<file path="config.mk">
export PLATFORM = sky130hd
export DESIGN_NAME = pmsm_drive_state_sequencer
export DESIGN_NICKNAME = d
export VERILOG_FILES = /design/src/core/pmsm_seq_pkg.sv /design/src/core/pmsm_drive_state_sequencer.sv
export SDC_FILE = /design/constraint.sdc
export NUM_CORES = 1
export LEC_CHECK = 0
export BUFFER_PORTS_ARGS = -buffer_cell sky130_fd_sc_hd__buf_2
export CORE_MARGIN = 8
export CORE_UTILIZATION = 60
export CTS_BUF_LIST = sky130_fd_sc_hd__clkbuf_4
export DETAILED_ROUTE_END_ITERATION = 10
export HOLD_SLACK_MARGIN = 0.08
export PLACE_DENSITY_LB_ADDON = 0.12
export SYNTH_ARGS = -nofsm -noshare
export SYNTH_HDL_FRONTEND = slang
export SYNTH_SLANG_ARGS = --single-unit
</file>
<file path="constraint.sdc">
create_clock -name ref_clk -period 6.79 [get_ports ref_clk]
set_input_delay 1.6975 -clock ref_clk [delete_from_list [all_inputs] [get_ports ref_clk]]
set_output_delay 1.6975 -clock ref_clk [all_outputs]
set_load 0.03 [all_outputs]
</file>
<file path="src/core/pmsm_seq_pkg.sv">
package pmsm_seq_pkg;

  // ----------------------------------------------------------------
  // register map (byte addresses)
  // ----------------------------------------------------------------
  localparam logic [7:0] ADR_CTRL = 8'h00;
  localparam logic [7:0] ADR_CALCFG = 8'h04;
  localparam logic [7:0] ADR_ALPER = 8'h08;
  localparam logic [7:0] ADR_ALAMP = 8'h0C;
  localparam logic [7:0] ADR_SLOWDIV = 8'h10;
  localparam logic [7:0] ADR_THRESH = 8'h14;
  localparam logic [7:0] ADR_OLSTEP = 8'h18;
  localparam logic [7:0] ADR_STATUS = 8'h1C;
  localparam logic [7:0] ADR_OFFSET = 8'h20;

  // ----------------------------------------------------------------
  // field positions
  // ----------------------------------------------------------------
  localparam int CTRL_RUN = 0;
  localparam int CTRL_AUTO = 1;
  localparam int CTRL_ENC = 2;
  localparam int CTRL_MODE_LO = 4;
  localparam int CTRL_FCLR = 8;
  localparam int STAT_EVENT_LO = 4;
  localparam int STAT_POS_LO = 8;
  localparam int STAT_FAULT = 12;

  // ----------------------------------------------------------------
  // reset values
  // ----------------------------------------------------------------
  localparam logic [3:0] CALLOG_RST = 4'hA;
  localparam logic [15:0] ALPER_RST = 16'h1000;
  localparam logic [15:0] ALAMP_RST = 16'h0800;
  localparam logic [7:0] SLOWDIV_RST = 8'h0A;
  localparam logic [15:0] TRACK_THR_RST = 16'h0200;
  localparam logic [15:0] SENS_THR_RST = 16'h0400;
  localparam logic [15:0] OLSTEP_RST = 16'h0010;

  // ----------------------------------------------------------------
  // sequencer states, position sources and event codes
  // ----------------------------------------------------------------
  typedef enum logic [2:0] {ST_INIT, ST_FAULT, ST_READY, ST_CALIB, ST_ALIGN, ST_RUN} state_e;
  typedef enum logic [1:0] {POS_FORCED, POS_TRACKING, POS_SENSORLESS, POS_ENCODER} posMode_e;

  localparam logic [3:0] EV_FAULT = 4'h0;
  localparam logic [3:0] EV_FAULT_CLEAR = 4'h1;
  localparam logic [3:0] EV_INIT = 4'h2;
  localparam logic [3:0] EV_INIT_DONE = 4'h3;
  localparam logic [3:0] EV_READY = 4'h4;
  localparam logic [3:0] EV_APP_ON = 4'h5;
  localparam logic [3:0] EV_CALIB = 4'h6;
  localparam logic [3:0] EV_CALIB_DONE = 4'h7;
  localparam logic [3:0] EV_ALIGN = 4'h8;
  localparam logic [3:0] EV_ALIGN_DONE = 4'h9;
  localparam logic [3:0] EV_RUN = 4'hA;
  localparam logic [3:0] EV_APP_OFF = 4'hB;

endpackage

</file>
<file path="src/core/pmsm_drive_state_sequencer.sv">
// Added by the designer: the Wishbone interface to the registers and the address map.
`timescale 1ns/100ps

module pmsm_drive_state_sequencer #(
  parameter int CUR_W = 12,
  parameter bit ENCODER_PRESENT = 1'b0
) (
  // clock and reset
  input wire logic ref_clk,
  input wire logic nrst,
  // wishbone slave
  input wire logic cyc_i,
  input wire logic stb_i,
  input wire logic we_i,
  input wire logic [7:0] adr_i,
  input wire logic [31:0] dat_i,
  input wire logic [3:0] sel_i,
  output logic [31:0] dat_o,
  output logic ack_o,
  // user pins and fault pin
  input wire logic firstUserButton,
  input wire logic secondUserButton,
  input wire logic faultPin,
  // current converters
  input wire logic convEoc,
  input wire logic [CUR_W-1:0] convCurA,
  input wire logic [CUR_W-1:0] convCurB,
  // observer and encoder
  input wire logic [15:0] estAngle,
  input wire logic [15:0] estSpeed,
  input wire logic [15:0] encAngle,
  // power stage
  output logic pwmEnable,
  output logic pwmHalfDuty,
  output logic alignActive,
  output logic [15:0] dAxisVoltage,
  // control loop side
  output logic [15:0] curACorr,
  output logic [15:0] curBCorr,
  output logic [15:0] ctrlAngle,
  output logic [15:0] observerAngle,
  output logic observerSeedLoad,
  output logic [1:0] posMode,
  output logic fastLoopStrobe,
  output logic slowLoopStrobe,
  output logic [2:0] seqState,
  output logic [3:0] seqEvent
);

  localparam int ACC_W = CUR_W + 16;

  // ----------------------------------------------------------------
  // pin synchronisers
  // ----------------------------------------------------------------
  logic [2:0] pinMeta_q, pinSync_q;
  logic runPrev_q, btnPrev_q;

  // two flops per pin; only the second stage is read
  always_ff @(posedge ref_clk or negedge nrst) begin
    if (!nrst) begin
      pinMeta_q <= 3'h0;
      pinSync_q <= 3'h0;
    end else begin
      pinMeta_q <= {faultPin, secondUserButton, firstUserButton};
      pinSync_q <= pinMeta_q;
    end
  end

  wire faultNow = pinSync_q[2];
  wire anyButton = pinSync_q[0] | pinSync_q[1];
  wire bothButtons = pinSync_q[0] & pinSync_q[1];

  // ----------------------------------------------------------------
  // wishbone slave and registers
  // ----------------------------------------------------------------
  logic ack_q;
  logic [31:0] ctrl_q, calCfg_q, alPer_q, alAmp_q, slowDiv_q, thresh_q, olStep_q;
  logic [31:0] rdData_q;

  function automatic logic [31:0] mergeBytes(input logic [31:0] old, input logic [31:0] nw,
                                             input logic [3:0] sel);
    logic [31:0] res;
    res = old;
    for (int i = 0; i < 4; i++) begin
      if (sel[i]) begin
        res[8*i +: 8] = nw[8*i +: 8];
      end
    end
    return res;
  endfunction

  wire busReq = cyc_i & stb_i;
  wire ack_d = busReq & ~ack_q;
  wire wrNow = busReq & we_i & ack_q;
  wire wrCtrl = wrNow & (adr_i == pmsm_seq_pkg::ADR_CTRL);
  wire faultClearCmd = wrCtrl & sel_i[1] & dat_i[pmsm_seq_pkg::CTRL_FCLR];

  pmsm_seq_pkg::state_e state_q, state_d;
  logic [3:0] event_q, event_d;
  pmsm_seq_pkg::posMode_e posMode_q, posMode_d;
  logic [15:0] offsetA_q, offsetB_q;

  // read mux, unmapped addresses read zero
  wire [31:0] statusWord = {19'h0, faultNow, 2'h0, posMode_q, event_q, 1'b0, state_q};
  wire [31:0] rdData_d =
    (adr_i == pmsm_seq_pkg::ADR_CTRL) ? ctrl_q :
    (adr_i == pmsm_seq_pkg::ADR_CALCFG) ? calCfg_q :
    (adr_i == pmsm_seq_pkg::ADR_ALPER) ? alPer_q :
    (adr_i == pmsm_seq_pkg::ADR_ALAMP) ? alAmp_q :
    (adr_i == pmsm_seq_pkg::ADR_SLOWDIV) ? slowDiv_q :
    (adr_i == pmsm_seq_pkg::ADR_THRESH) ? thresh_q :
    (adr_i == pmsm_seq_pkg::ADR_OLSTEP) ? olStep_q :
    (adr_i == pmsm_seq_pkg::ADR_STATUS) ? statusWord :
    (adr_i == pmsm_seq_pkg::ADR_OFFSET) ? {offsetB_q, offsetA_q} : 32'h0;

  // ack one cycle after the request, write at the acked edge
  always_ff @(posedge ref_clk or negedge nrst) begin
    if (!nrst) begin
      ack_q <= 1'b0;
      rdData_q <= 32'h0;
      ctrl_q <= 32'h0;
      calCfg_q <= {28'h0, pmsm_seq_pkg::CALLOG_RST};
      alPer_q <= {16'h0, pmsm_seq_pkg::ALPER_RST};
      alAmp_q <= {16'h0, pmsm_seq_pkg::ALAMP_RST};
      slowDiv_q <= {24'h0, pmsm_seq_pkg::SLOWDIV_RST};
      thresh_q <= {pmsm_seq_pkg::SENS_THR_RST, pmsm_seq_pkg::TRACK_THR_RST};
      olStep_q <= {16'h0, pmsm_seq_pkg::OLSTEP_RST};
    end else begin
      ack_q <= ack_d;
      if (ack_d) begin
        rdData_q <= rdData_d;
      end
      if (wrCtrl) begin
        ctrl_q <= mergeBytes(ctrl_q, dat_i, sel_i) & 32'h0000_0037;
      end
      if (wrNow && adr_i == pmsm_seq_pkg::ADR_CALCFG) begin
        calCfg_q <= mergeBytes(calCfg_q, dat_i, sel_i) & 32'h0000_000F;
      end
      if (wrNow && adr_i == pmsm_seq_pkg::ADR_ALPER) begin
        alPer_q <= mergeBytes(alPer_q, dat_i, sel_i) & 32'h0000_FFFF;
      end
      if (wrNow && adr_i == pmsm_seq_pkg::ADR_ALAMP) begin
        alAmp_q <= mergeBytes(alAmp_q, dat_i, sel_i) & 32'h0000_FFFF;
      end
      if (wrNow && adr_i == pmsm_seq_pkg::ADR_SLOWDIV) begin
        slowDiv_q <= mergeBytes(slowDiv_q, dat_i, sel_i) & 32'h0000_00FF;
      end
      if (wrNow && adr_i == pmsm_seq_pkg::ADR_THRESH) begin
        thresh_q <= mergeBytes(thresh_q, dat_i, sel_i);
      end
      if (wrNow && adr_i == pmsm_seq_pkg::ADR_OLSTEP) begin
        olStep_q <= mergeBytes(olStep_q, dat_i, sel_i) & 32'h0000_FFFF;
      end
    end
  end

  assign ack_o = ack_q;
  assign dat_o = rdData_q;

  // ----------------------------------------------------------------
  // working configuration, latched in the initialise pass
  // ----------------------------------------------------------------
  logic [3:0] calLog_q;
  logic [15:0] alPreset_q, alAmpW_q;
  logic [7:0] slowN_q;

  always_ff @(posedge ref_clk or negedge nrst) begin
    if (!nrst) begin
      calLog_q <= pmsm_seq_pkg::CALLOG_RST;
      alPreset_q <= pmsm_seq_pkg::ALPER_RST;
      alAmpW_q <= pmsm_seq_pkg::ALAMP_RST;
      slowN_q <= pmsm_seq_pkg::SLOWDIV_RST;
    end else if (state_q == pmsm_seq_pkg::ST_INIT) begin
      calLog_q <= calCfg_q[3:0];
      alPreset_q <= alPer_q[15:0];
      alAmpW_q <= alAmp_q[15:0];
      slowN_q <= slowDiv_q[7:0];
    end
  end

  // ----------------------------------------------------------------
  // calibration and alignment counters
  // ----------------------------------------------------------------
  logic [15:0] calCnt_q, alCnt_q;
  logic [ACC_W-1:0] accA_q, accB_q;
  wire [ACC_W-1:0] sumA = accA_q + {{16{1'b0}}, convCurA};
  wire [ACC_W-1:0] sumB = accB_q + {{16{1'b0}}, convCurB};
  wire [15:0] calLast = 16'((17'h1 << calLog_q) - 17'h1);
  wire inCalib = state_q == pmsm_seq_pkg::ST_CALIB;
  wire inAlign = state_q == pmsm_seq_pkg::ST_ALIGN;
  wire inRun = state_q == pmsm_seq_pkg::ST_RUN;
  wire calDone = inCalib & convEoc & (calCnt_q == calLast);
  wire alignDone = inAlign & convEoc & (alCnt_q == 16'h0);

  // stop and start commands
  wire runReq = ctrl_q[pmsm_seq_pkg::CTRL_RUN];
  wire runFall = runPrev_q & ~runReq;
  wire appOff = runFall | (inRun & bothButtons);
  wire startCmd = (anyButton & ~btnPrev_q) | runReq;

  // ----------------------------------------------------------------
  // sequencer next state; fault, then stop, then completion
  // ----------------------------------------------------------------
  always_comb begin
    state_d = state_q;
    event_d = event_q;
    case (state_q)
      pmsm_seq_pkg::ST_INIT: begin
        state_d = pmsm_seq_pkg::ST_READY;
        event_d = pmsm_seq_pkg::EV_INIT_DONE;
      end
      pmsm_seq_pkg::ST_FAULT: begin
        if (faultClearCmd && !faultNow) begin
          state_d = pmsm_seq_pkg::ST_INIT;
          event_d = pmsm_seq_pkg::EV_FAULT_CLEAR;
        end
      end
      pmsm_seq_pkg::ST_READY: begin
        event_d = pmsm_seq_pkg::EV_READY;
        if (startCmd) begin
          state_d = pmsm_seq_pkg::ST_CALIB;
          event_d = pmsm_seq_pkg::EV_APP_ON;
        end
      end
      pmsm_seq_pkg::ST_CALIB: begin
        event_d = pmsm_seq_pkg::EV_CALIB;
        if (calDone) begin
          state_d = pmsm_seq_pkg::ST_ALIGN;
          event_d = pmsm_seq_pkg::EV_CALIB_DONE;
        end
      end
      pmsm_seq_pkg::ST_ALIGN: begin
        event_d = pmsm_seq_pkg::EV_ALIGN;
        if (alignDone) begin
          state_d = pmsm_seq_pkg::ST_RUN;
          event_d = pmsm_seq_pkg::EV_ALIGN_DONE;
        end
      end
      pmsm_seq_pkg::ST_RUN: begin
        event_d = pmsm_seq_pkg::EV_RUN;
      end
      default: begin
        state_d = pmsm_seq_pkg::ST_INIT;
        event_d = pmsm_seq_pkg::EV_INIT;
      end
    endcase
    // stop overrides completion; never from ready
    if ((inCalib || inAlign || inRun) && appOff) begin
      state_d = pmsm_seq_pkg::ST_INIT;
      event_d = pmsm_seq_pkg::EV_APP_OFF;
    end
    // fault overrides everything
    if (faultNow && state_q != pmsm_seq_pkg::ST_FAULT) begin
      state_d = pmsm_seq_pkg::ST_FAULT;
      event_d = pmsm_seq_pkg::EV_FAULT;
    end
  end

  // state, event and power stage registers
  always_ff @(posedge ref_clk or negedge nrst) begin
    if (!nrst) begin
      state_q <= pmsm_seq_pkg::ST_INIT;
      event_q <= pmsm_seq_pkg::EV_INIT;
      runPrev_q <= 1'b0;
      btnPrev_q <= 1'b0;
      pwmEnable <= 1'b0;
      pwmHalfDuty <= 1'b0;
      alignActive <= 1'b0;
      dAxisVoltage <= 16'h0;
    end else begin
      state_q <= state_d;
      event_q <= event_d;
      runPrev_q <= runReq;
      btnPrev_q <= anyButton;
      pwmEnable <= state_d == pmsm_seq_pkg::ST_CALIB || state_d == pmsm_seq_pkg::ST_ALIGN ||
                   state_d == pmsm_seq_pkg::ST_RUN;
      pwmHalfDuty <= state_d == pmsm_seq_pkg::ST_CALIB;
      alignActive <= state_d == pmsm_seq_pkg::ST_ALIGN;
      dAxisVoltage <= (state_d == pmsm_seq_pkg::ST_ALIGN) ? alAmpW_q : 16'h0;
    end
  end

  // sample accumulation, offsets and alignment timer
  always_ff @(posedge ref_clk or negedge nrst) begin
    if (!nrst) begin
      calCnt_q <= 16'h0;
      accA_q <= '0;
      accB_q <= '0;
      offsetA_q <= 16'h0;
      offsetB_q <= 16'h0;
      alCnt_q <= pmsm_seq_pkg::ALPER_RST;
    end else if (state_q == pmsm_seq_pkg::ST_INIT) begin
      calCnt_q <= 16'h0;
      accA_q <= '0;
      accB_q <= '0;
      offsetA_q <= 16'h0;
      offsetB_q <= 16'h0;
      alCnt_q <= alPer_q[15:0];
    end else if (inCalib && convEoc) begin
      calCnt_q <= calCnt_q + 16'h1;
      accA_q <= sumA;
      accB_q <= sumB;
      if (calDone) begin
        offsetA_q <= 16'(sumA >> calLog_q);
        offsetB_q <= 16'(sumB >> calLog_q);
      end
    end else if (inAlign && convEoc) begin
      alCnt_q <= alignDone ? alPreset_q : alCnt_q - 16'h1;
    end
  end

  // ----------------------------------------------------------------
  // position source selection
  // ----------------------------------------------------------------
  wire autoMode = ctrl_q[pmsm_seq_pkg::CTRL_AUTO];
  wire encFeedback = ctrl_q[pmsm_seq_pkg::CTRL_ENC] & ENCODER_PRESENT;
  wire [1:0] manualMode = ctrl_q[pmsm_seq_pkg::CTRL_MODE_LO +: 2];
  wire [15:0] speedMag = estSpeed[15] ? 16'(~estSpeed + 16'h1) : estSpeed;

  always_comb begin
    posMode_d = pmsm_seq_pkg::POS_FORCED;
    if (inRun) begin
      if (encFeedback) begin
        posMode_d = pmsm_seq_pkg::POS_ENCODER;
      end else if (autoMode) begin
        if (speedMag < thresh_q[15:0]) begin
          posMode_d = pmsm_seq_pkg::POS_FORCED;
        end else if (speedMag < thresh_q[31:16]) begin
          posMode_d = pmsm_seq_pkg::POS_TRACKING;
        end else begin
          posMode_d = pmsm_seq_pkg::POS_SENSORLESS;
        end
      end else if (manualMode == 2'(pmsm_seq_pkg::POS_ENCODER)) begin
        posMode_d = pmsm_seq_pkg::POS_SENSORLESS;
      end else begin
        posMode_d = pmsm_seq_pkg::posMode_e'(manualMode);
      end
    end
  end

  // ----------------------------------------------------------------
  // loop scheduling, open-loop angle and corrected currents
  // ----------------------------------------------------------------
  logic [7:0] slowCnt_q;
  logic eocDly_q;
  logic [15:0] olAngle_q, estPrev_q;
  wire slowHit = convEoc & (slowCnt_q == 8'h0);

  // slow strobe on the event edge, fast strobe one cycle later
  always_ff @(posedge ref_clk or negedge nrst) begin
    if (!nrst) begin
      slowCnt_q <= pmsm_seq_pkg::SLOWDIV_RST;
      eocDly_q <= 1'b0;
      slowLoopStrobe <= 1'b0;
      fastLoopStrobe <= 1'b0;
    end else begin
      eocDly_q <= convEoc;
      slowLoopStrobe <= slowHit & inRun;
      fastLoopStrobe <= eocDly_q;
      if (state_q == pmsm_seq_pkg::ST_INIT) begin
        slowCnt_q <= slowDiv_q[7:0];
      end else if (convEoc) begin
        slowCnt_q <= slowHit ? slowN_q : slowCnt_q - 8'h1;
      end
    end
  end

  // angle paths and offset-corrected currents
  always_ff @(posedge ref_clk or negedge nrst) begin
    if (!nrst) begin
      olAngle_q <= 16'h0;
      estPrev_q <= 16'h0;
      posMode_q <= pmsm_seq_pkg::POS_FORCED;
      ctrlAngle <= 16'h0;
      observerAngle <= 16'h0;
      observerSeedLoad <= 1'b0;
      curACorr <= 16'h0;
      curBCorr <= 16'h0;
    end else begin
      posMode_q <= posMode_d;
      if (alignDone || state_q == pmsm_seq_pkg::ST_INIT) begin
        olAngle_q <= 16'h0;
      end else if (inRun && eocDly_q) begin
        olAngle_q <= olAngle_q + olStep_q[15:0];
      end
      if (eocDly_q) begin
        estPrev_q <= estAngle;
      end
      case (posMode_q)
        pmsm_seq_pkg::POS_FORCED: ctrlAngle <= olAngle_q;
        pmsm_seq_pkg::POS_TRACKING: ctrlAngle <= olAngle_q;
        pmsm_seq_pkg::POS_SENSORLESS: ctrlAngle <= estAngle;
        pmsm_seq_pkg::POS_ENCODER: ctrlAngle <= encAngle;
        default: ctrlAngle <= olAngle_q;
      endcase
      observerSeedLoad <= inRun && posMode_q == pmsm_seq_pkg::POS_FORCED;
      observerAngle <= (posMode_q == pmsm_seq_pkg::POS_FORCED) ? olAngle_q : estPrev_q;
      if (convEoc && !inCalib) begin
        curACorr <= 16'({4'h0, convCurA}) - offsetA_q;
        curBCorr <= 16'({4'h0, convCurB}) - offsetB_q;
      end
    end
  end

  assign posMode = posMode_q;
  assign seqState = state_q;
  assign seqEvent = event_q;

  // ----------------------------------------------------------------
  // assertions
  // ----------------------------------------------------------------
  property p_init_pass;
    @(posedge ref_clk) disable iff (!nrst)
    (state_q == pmsm_seq_pkg::ST_INIT && !faultNow) |=>
      (state_q == pmsm_seq_pkg::ST_READY && event_q == pmsm_seq_pkg::EV_INIT_DONE);
  endproperty
  a_init_pass: assert property (p_init_pass) else $error("init pass did not reach ready");

  property p_start;
    @(posedge ref_clk) disable iff (!nrst)
    (state_q == pmsm_seq_pkg::ST_READY && startCmd && !faultNow) |=>
      (state_q == pmsm_seq_pkg::ST_CALIB && event_q == pmsm_seq_pkg::EV_APP_ON);
  endproperty
  a_start: assert property (p_start) else $error("start not taken in ready");

  property p_calib_pwm;
    @(posedge ref_clk) disable iff (!nrst)
    (state_q == pmsm_seq_pkg::ST_CALIB) |-> (pwmEnable && pwmHalfDuty && dAxisVoltage == 16'h0);
  endproperty
  a_calib_pwm: assert property (p_calib_pwm) else $error("calibration pwm wrong");

  property p_offset;
    @(posedge ref_clk) disable iff (!nrst)
    (convEoc && inRun) |=> curACorr == 16'({4'h0, $past(convCurA)}) - offsetA_q;
  endproperty
  a_offset: assert property (p_offset) else $error("offset not subtracted");

  property p_calib_hold;
    @(posedge ref_clk) disable iff (!nrst)
    (inCalib && !faultNow && !appOff && !calDone) |=> inCalib;
  endproperty
  a_calib_hold: assert property (p_calib_hold) else $error("calibration left early");

  property p_fault;
    @(posedge ref_clk) disable iff (!nrst)
    ((inCalib || inAlign || inRun) && faultNow) |=> state_q == pmsm_seq_pkg::ST_FAULT;
  endproperty
  a_fault: assert property (p_fault) else $error("fault not entered");

  property p_app_off;
    @(posedge ref_clk) disable iff (!nrst)
    ((inCalib || inAlign || inRun) && runFall && !faultNow) |=>
      (state_q == pmsm_seq_pkg::ST_INIT && event_q == pmsm_seq_pkg::EV_APP_OFF);
  endproperty
  a_app_off: assert property (p_app_off) else $error("stop did not win");

  property p_align_end;
    @(posedge ref_clk) disable iff (!nrst)
    (alignDone && !appOff && !faultNow) |=>
      (inRun && alCnt_q == alPreset_q && olAngle_q == 16'h0);
  endproperty
  a_align_end: assert property (p_align_end) else $error("alignment end wrong");

  property p_no_encoder;
    @(posedge ref_clk) disable iff (!nrst)
    !ENCODER_PRESENT |-> posMode_q != pmsm_seq_pkg::POS_ENCODER;
  endproperty
  a_no_encoder: assert property (p_no_encoder) else $error("encoder without option");

  property p_slow_first;
    @(posedge ref_clk) disable iff (!nrst)
    slowLoopStrobe |-> ##1 fastLoopStrobe;
  endproperty
  a_slow_first: assert property (p_slow_first) else $error("fast loop not after slow");

  c_calib_done: cover property (@(posedge ref_clk) disable iff (!nrst) calDone);
  c_run: cover property (@(posedge ref_clk) disable iff (!nrst) inRun && slowLoopStrobe);
  c_both_buttons: cover property (@(posedge ref_clk) disable iff (!nrst) inRun && bothButtons);

endmodule

</file>
==> results of run 1 <==
[layout by cell type (no fill, tap or decap), types with 28 or more instances in the layout]
cell type	instances
dfrtp_1	417
nand2_1	388
buf_2	251
o21ai_0	206
nor2_1	200
clkbuf_4	169
a21oi_1	145
mux2_2	139
ha_1	98
inv_1	90
xnor2_1	67
nor3_1	65
mux2i_1	58
nand3_1	56
a22o_1	44
xor2_1	39
a211oi_1	37
clkinv_1	35
o211ai_1	33
a22oi_1	33
and2_1	29
o31ai_1	28
[worst reg2reg max path, cell delays in order, from the launching register on]
cell and delay [ns]:
dfstp_2 1.00, nor3_1 0.20, nand2_1 0.12, ha_1 0.53, inv_1 0.26, nor4_1 0.47
o21a_1 0.18, o21ai_0 0.11, or4b_1 0.79, or2_0 0.68, a211oi_1 0.40, o211ai_1 0.18
and3_1 0.20
[per-layer routing]
layer / vias to the layer above / wire, um
met2: 1085 / 40600
met5: - / 16
met3: 275 / 6570
met1: 11600 / 33100
met4: 2 / 5630
li1: 10800 / -
[sequential cells by signal, summed over array words and instances (netlist names), 28 cells and up]
register / flops
accB_q: 28
dat_o: 32
thresh_q: 32
accA_q: 28
[kinds of logic after synthesis]
group | Yosys count | share of synthesized area (%)
adder cells (fa/ha/maj) | 104 | 5.09
flip-flops | 438 | 41.9
multiplexers | 205 | 8.86
AO/OA/AOI/OAI | 766 | 19.7
AND/OR/NAND/NOR | 940 | 16.9
buffers and inverters | 263 | 4.03
XOR/XNOR | 106 | 3.54
[layout make-up]
class	instances	area, um2
Tap cell	585	732
Fill cell	3600	13900
Clock buffer	169	1270
Antenna cell	7	17.5
Timing Repair Buffer	279	1500
Clock inverter	44	191
Multi-Input combinational cell	2121	14200
Sequential cell	438	11000
Inverter	93	349
[power groups by stage]
| stage | Clock, uW | Combinational, uW | Sequential [uW] |
|---|---|---|---|
| floorplan | 0 | 1970 | 3460 |
| detailed placement | 0 | 3120 | 3390 |
| finish | 2300 | 3160 | 3360 |
| CTS | 2340 | 3140 | 3340 |
| global placement | 0 | 3060 | 3380 |
| global route | 2470 | 3430 | 3390 |
[stage by stage]
| stage | instance area [um2] | total power, uW | hold slack, ns |
|---|---|---|---|
| finish | 29300 | 8810 | 0.349 |
| global route | 29300 | 9280 | 0.353 |
| CTS | 29200 | 8820 | 0.349 |
| detailed placement | 27800 | 6510 | 0.337 |
| global placement | 27800 | 6440 | 0.338 |
| floorplan | 26200 | 5430 | 0.331 |
[worst paths after layout]
kind	startpoint	slack, ns	endpoint	cells past startpoint
setup reg to reg	calLog_q[3]$_DFFE_PN1P_	1.54	offsetB_q[14]$_DFFE_PN0P_	12
hold / removal	pinMeta_q[0]$_DFF_PN0_	0.35	pinSync_q[0]$_DFF_PN0_	0
min in group asynchronous	nrst	0.80	dAxisVoltage[6]$_DFF_PN0_	1
hold reg to reg	pinMeta_q[0]$_DFF_PN0_	0.35	pinSync_q[0]$_DFF_PN0_	0
setup / recovery	calLog_q[3]$_DFFE_PN1P_	1.54	offsetB_q[14]$_DFFE_PN0P_	12
max in group asynchronous	nrst	4.48	olAngle_q[7]$_DFFE_PN0P_	2
==> reports/summary.txt, run 1 <==
outcome = finished clean
Worst Max-Slew Pin Slew = 1.14 ns
synthesis warning total = 0
root buffer cell = clkbuf_4
post-DR wirelength/cell = 23.0 um
DRC viols = 0
vias in the first global route = 23500
Mapped Nets = 3050
most common cell in the netlist = dfrtp_1
GRT Util Overall = 33.3%
post-layout minimum cycle time = 5.25 ns
Flop pwr share = 38.1%
Clock Tree Buf Depth = 3
Worst setup EP type = flop
Worst IR Drop VDD = 0.000220 V
post-CTS setup buffers = 0
crit-path leading delay family = simple AND/OR/NAND/NOR gates
prevailing post-synth register cell = dfrtp_1
I/O pin count = 253
Worst-path clk slew = 0.07 ns
busiest metal layer after global routing = met2
final setup fails = 0
post-synth top area cell = dfrtp_1
count of TritonRoute iterations in the first routing pass = 6
post-route insts no fill = 3736
width of the die = 225 um
HPWL Detailed = 64.0 mm
FFs w/ async S/R, synth = 100%
DR vias = 23700
initial antenna violation count = 8
core area = 43200 um2
Clock Latency Late Sink = 0.91 ns
M3 GR Usage = 7.13%
Critical Path Fanout Max = 37
NetSw = 3640 uW
RSZ-0062 raised after global routing = no
GPL Wtd Cong = 0.997
layout cells sized above 1 = 21.9%
Worst path slowest cell = dfstp_2
htree depth = 3
Synth top area share = 40.0%
worst slack at placement = 1.52 ns
Area contributors post-synth = dfrtp_1 40%, mux2_2 6.0%, nand2_1 5.6%
WL final = 85.9 mm
GRT overflow = 0
placed cell count = 3516
crit-path cells = nor3_1 -> nand2_1 -> ha_1 -> inv_1 -> nor4_1 -> o21a_1 -> o21ai_0 -> or4b_1 -> or2_0 -> a211oi_1 -> o211ai_1 -> and3_1
top cells by count, synth = 419 x dfrtp_1, 389 x nand2_1, 206 x o21ai_0, 202 x nor2_1, 145 x a21oi_1
crit start category = flop
period utilization = 77.3%
max_cap viols = 0
Final Max Tran Viols = 0
Setup Skew = 0.0578 ns
first-iteration detailed-routing DRC count = 2278
Resize count post-CTS = 0
worst endpoint data arrival time = 6.02 ns
largest net degree at the start of global routing = 145
port bufs = 252
M1 GR Usage = 40.2%
area delta synth->final = 11.5%
synthesized area per cell = 9.30 um2
Netlist cell types = 107
die area = 50700 um2
Final Hold Viols = 0
slew margin rel. = 23.2%
CTS tree = done
Worst Path Required = 7.56 ns
Int Pwr = 5180 uW
EDFF count, synth = 0
Num CTS Buffers = 115
Hold-fix buffers, CTS = 0
Seq/Total Area, Yosys = 41.9%
post-route ant nets = 0
Fin Setup TNS = 0 ns
GRT met2 Usage = 54.2%
flops & latches, synth = 438
Util after Layout = 67.8%
first-pass GRT wire length = 133 mm
Leakage = 0.0138 uW
die height = 225 um
Core Rows = 76
Starting Density = 60.8%
Post-Syn Area = 26200 um2
Critical Path Max Stage Delay = 1.00 ns
WS Path Type = reg2reg
Hold Crit Class = reg2reg
vias per inst = 6.36
worst setup margin = 1.54 ns
Clk network pwr share = 26.0%
Synth Instances = 2822
CTS sink count = 438
switching share of power = 41.3%
Max Clock Freq = 0.190 GHz
Comb power frac = 35.8%
CP bufs+invs = 1
Final nets = 3276
Pwr per Cell Area = 301 nW/um2
Power figures use the tool's default switching activity.
==> inputs of run 2 (changes only) <==
clock period = 5.3 ns   (was 6.79 ns; I/O delays follow)
==> run 2 against run 1 <==
Against the previous run: fmax up 17%; flip-flop and latch count is the same; sequential share of layout area fell by 0.38 points; critical path depth stayed put; critical endpoint is now offsetB_q[2]$_DFFE_PN0P_; largest cell class unchanged; power up 32%; global-route usage grew 0.68 points; non-clock buffer count is 18 higher; sequential power up 29%; core utilization is 0.69 points higher; setup slack got worse by 0.73 ns; largest power group unchanged.
==> reports/summary.txt, run 2 (same netlist as run 1, synthesis figures left out) <==
Leakage = 0.0140 uW (+1.3%)
area of the multi-input gates = 14200 um2 (unchanged)
Hold Crit Class = reg2reg
GRT overflow = 0 (unchanged)
commonest cells after routing, fill and taps aside = 417 x dfrtp_1, 388 x nand2_1, 251 x buf_2
fin area = 29600 um2 (+1.0%)
post-route ant nets = 0 (unchanged)
GRT met2 Usage = 56.8% (+2.5 points)
post-layout minimum cycle time = 4.49 ns (-0.763 ns)
WS Path Type = reg2reg
post-CTS setup buffers = 0 (unchanged)
initial antenna violation count = 2 (-6)
port bufs = 252 (unchanged)
Worst IR Drop VDD = 0.000421 V (+92%)
post-DR wirelength/cell = 23.4 um (+1.6%)
GRT Util Overall = 34.0% (+0.68 points)
Clock Latency Late Sink = 0.90 ns (about the same)
R2R cell count = 12 (unchanged)
Core Rows = 76 (unchanged)
Critical Path Fanout Max = 17 (-54%)
htree depth = 3 (unchanged)
Final nets = 3296 (+0.61%)
sequential cell area = 11000 um2 (unchanged)
most common cell after layout, fill and taps aside = dfrtp_1
crit start category = flop
I/O pin count = 253 (unchanged)
max_cap viols = 0 (unchanged)
HPWL Detailed = 65.4 mm (+2.1%)
RSZ-0062 raised after global routing = no
largest net degree at the start of global routing = 108 (-26%)
CTS sink count = 438 (unchanged)
period utilization = 84.7% (+7.3 points)
post-route insts no fill = 3757 (+0.56%)
vias per inst = 6.40 (+0.66%)
Worst Max-Slew Pin Slew = 1.11 ns (-0.0354 ns)
root buffer cell = clkbuf_4
slew margin rel. = 26.0% (+2.8 points)
DR vias = 24000 (+1.2%)
busiest metal layer after global routing = met2
Pwr per Cell Area = 393 nW/um2 (+30%)
Hold Crit Depth = 0 (unchanged)
Fillers = 3571 (-0.81%)
DRC viols = 0 (unchanged)
GPL Wtd Cong = 0.984 (-1.2%)
WL final = 87.8 mm (+2.2%)
count of TritonRoute iterations in the first routing pass = 8 (+2)
Hold-fix buffers, CTS = 0 (unchanged)
M1 GR Usage = 41.3% (+1.1 points)
die height = 225 um (unchanged)
final setup fails = 0 (unchanged)
Overall Power = 11600 uW (+32%)
Worst-path clk slew = 0.07 ns (about the same)
layout cells sized above 1 = 22.9% (+1.1 points)
Resize count post-CTS = 0 (unchanged)
die area = 50700 um2 (unchanged)
first-iteration detailed-routing DRC count = 2447 (+7.4%)
CTS tree = done
hold slack = 0.336 ns (-0.0125 ns)
placed cell count = 3534 (+0.51%)
Max Clock Freq = 0.223 GHz (+17%)
width of the die = 225 um (unchanged)
Clock Tree Buf Depth = 3 (unchanged)
worst endpoint data arrival time = 5.29 ns (-0.73 ns)
core area = 43200 um2 (unchanged)
outcome = finished clean
Setup Skew = 0.0576 ns (-0.000258 ns)
Num CTS Buffers = 117 (+1.7%)
Placed Area = 27900 um2 (+0.58%)
Final Max Tran Viols = 0 (unchanged)
vias in the first global route = 23800 (+1.3%)
M3 GR Usage = 6.79% (-0.34 points)
Starting Density = 60.8% (unchanged)
Final Hold Viols = 0 (unchanged)
Worst setup EP type = flop
Worst Path Required = 6.10 ns (-1.46 ns)
Fin Setup TNS = 0 ns (unchanged)
first-pass GRT wire length = 135 mm (+2.0%)
area delta synth->final = 12.7%
run 2: path summary, 6_finish.rpt:
| path | startpoint | endpoint | slack, ns |
|---|---|---|---|
| max reg2reg | calLog_q[3]$_DFFE_PN1P_ | offsetB_q[2]$_DFFE_PN0P_ | 0.81 |
| min | pinMeta_q[2]$_DFF_PN0_ | pinSync_q[2]$_DFF_PN0_ | 0.34 |
| min reg2reg | pinMeta_q[2]$_DFF_PN0_ | pinSync_q[2]$_DFF_PN0_ | 0.34 |
| max | calLog_q[3]$_DFFE_PN1P_ | offsetB_q[2]$_DFFE_PN0P_ | 0.81 |
| max in group asynchronous | nrst | thresh_q[19]$_DFFE_PN0P_ | 3.65 |
| min in group asynchronous | nrst | alAmpW_q[5]$_DFFE_PN0P_ | 0.47 |
run 2: area by class of cell:
cell class	instances	area share, %
clock buffer	194	4.93
multi-input combinational	2121	48.1
sequential	438	37.2
tap	585	2.48
clock inverter	26	0.516
antenna	3	0.0254
timing repair buffer	297	5.61
inverter	93	1.18
run 2: routing by layer:
layer	vias to the layer above	wire length (um)	share of wire [%]
li1	10900	-	-
met1	11700	34100	39
met2	1172	42300	48
met3	269	6430	7.3
met4	2	4960	5.6
met5	-	11	0.013
run 2: critical path: stages (launching register included):
cell and delay [ns]:
dfstp_2 0.45, nor4_2 0.47, inv_1 0.09, ha_1 0.40, or3_1 0.46, a21oi_2 0.22
o21ai_0 0.09, a2111oi_0 0.39, or4b_1 0.76, nand2b_1 0.55, a211oi_1 0.34, a21oi_1 0.08
o211ai_1 0.10
run 2: power by group:
group | switching [uW] | internal, uW
logic | 2680 | 1410
clock network | 1490 | 1700
registers | 546 | 3790
total | 4720 | 6890
run 2: through the flow:
stage / setup WS, ns / util [%]
6_report: 0.812 / 68.5
5_1_grt: 0.495 / 68.5
4_1_cts: 0.844 / 68.5
3_5_place_dp: 0.491 / 64.7
3_3_place_gp: 0.532 / 64.7
2_1_floorplan: 0.972 / -
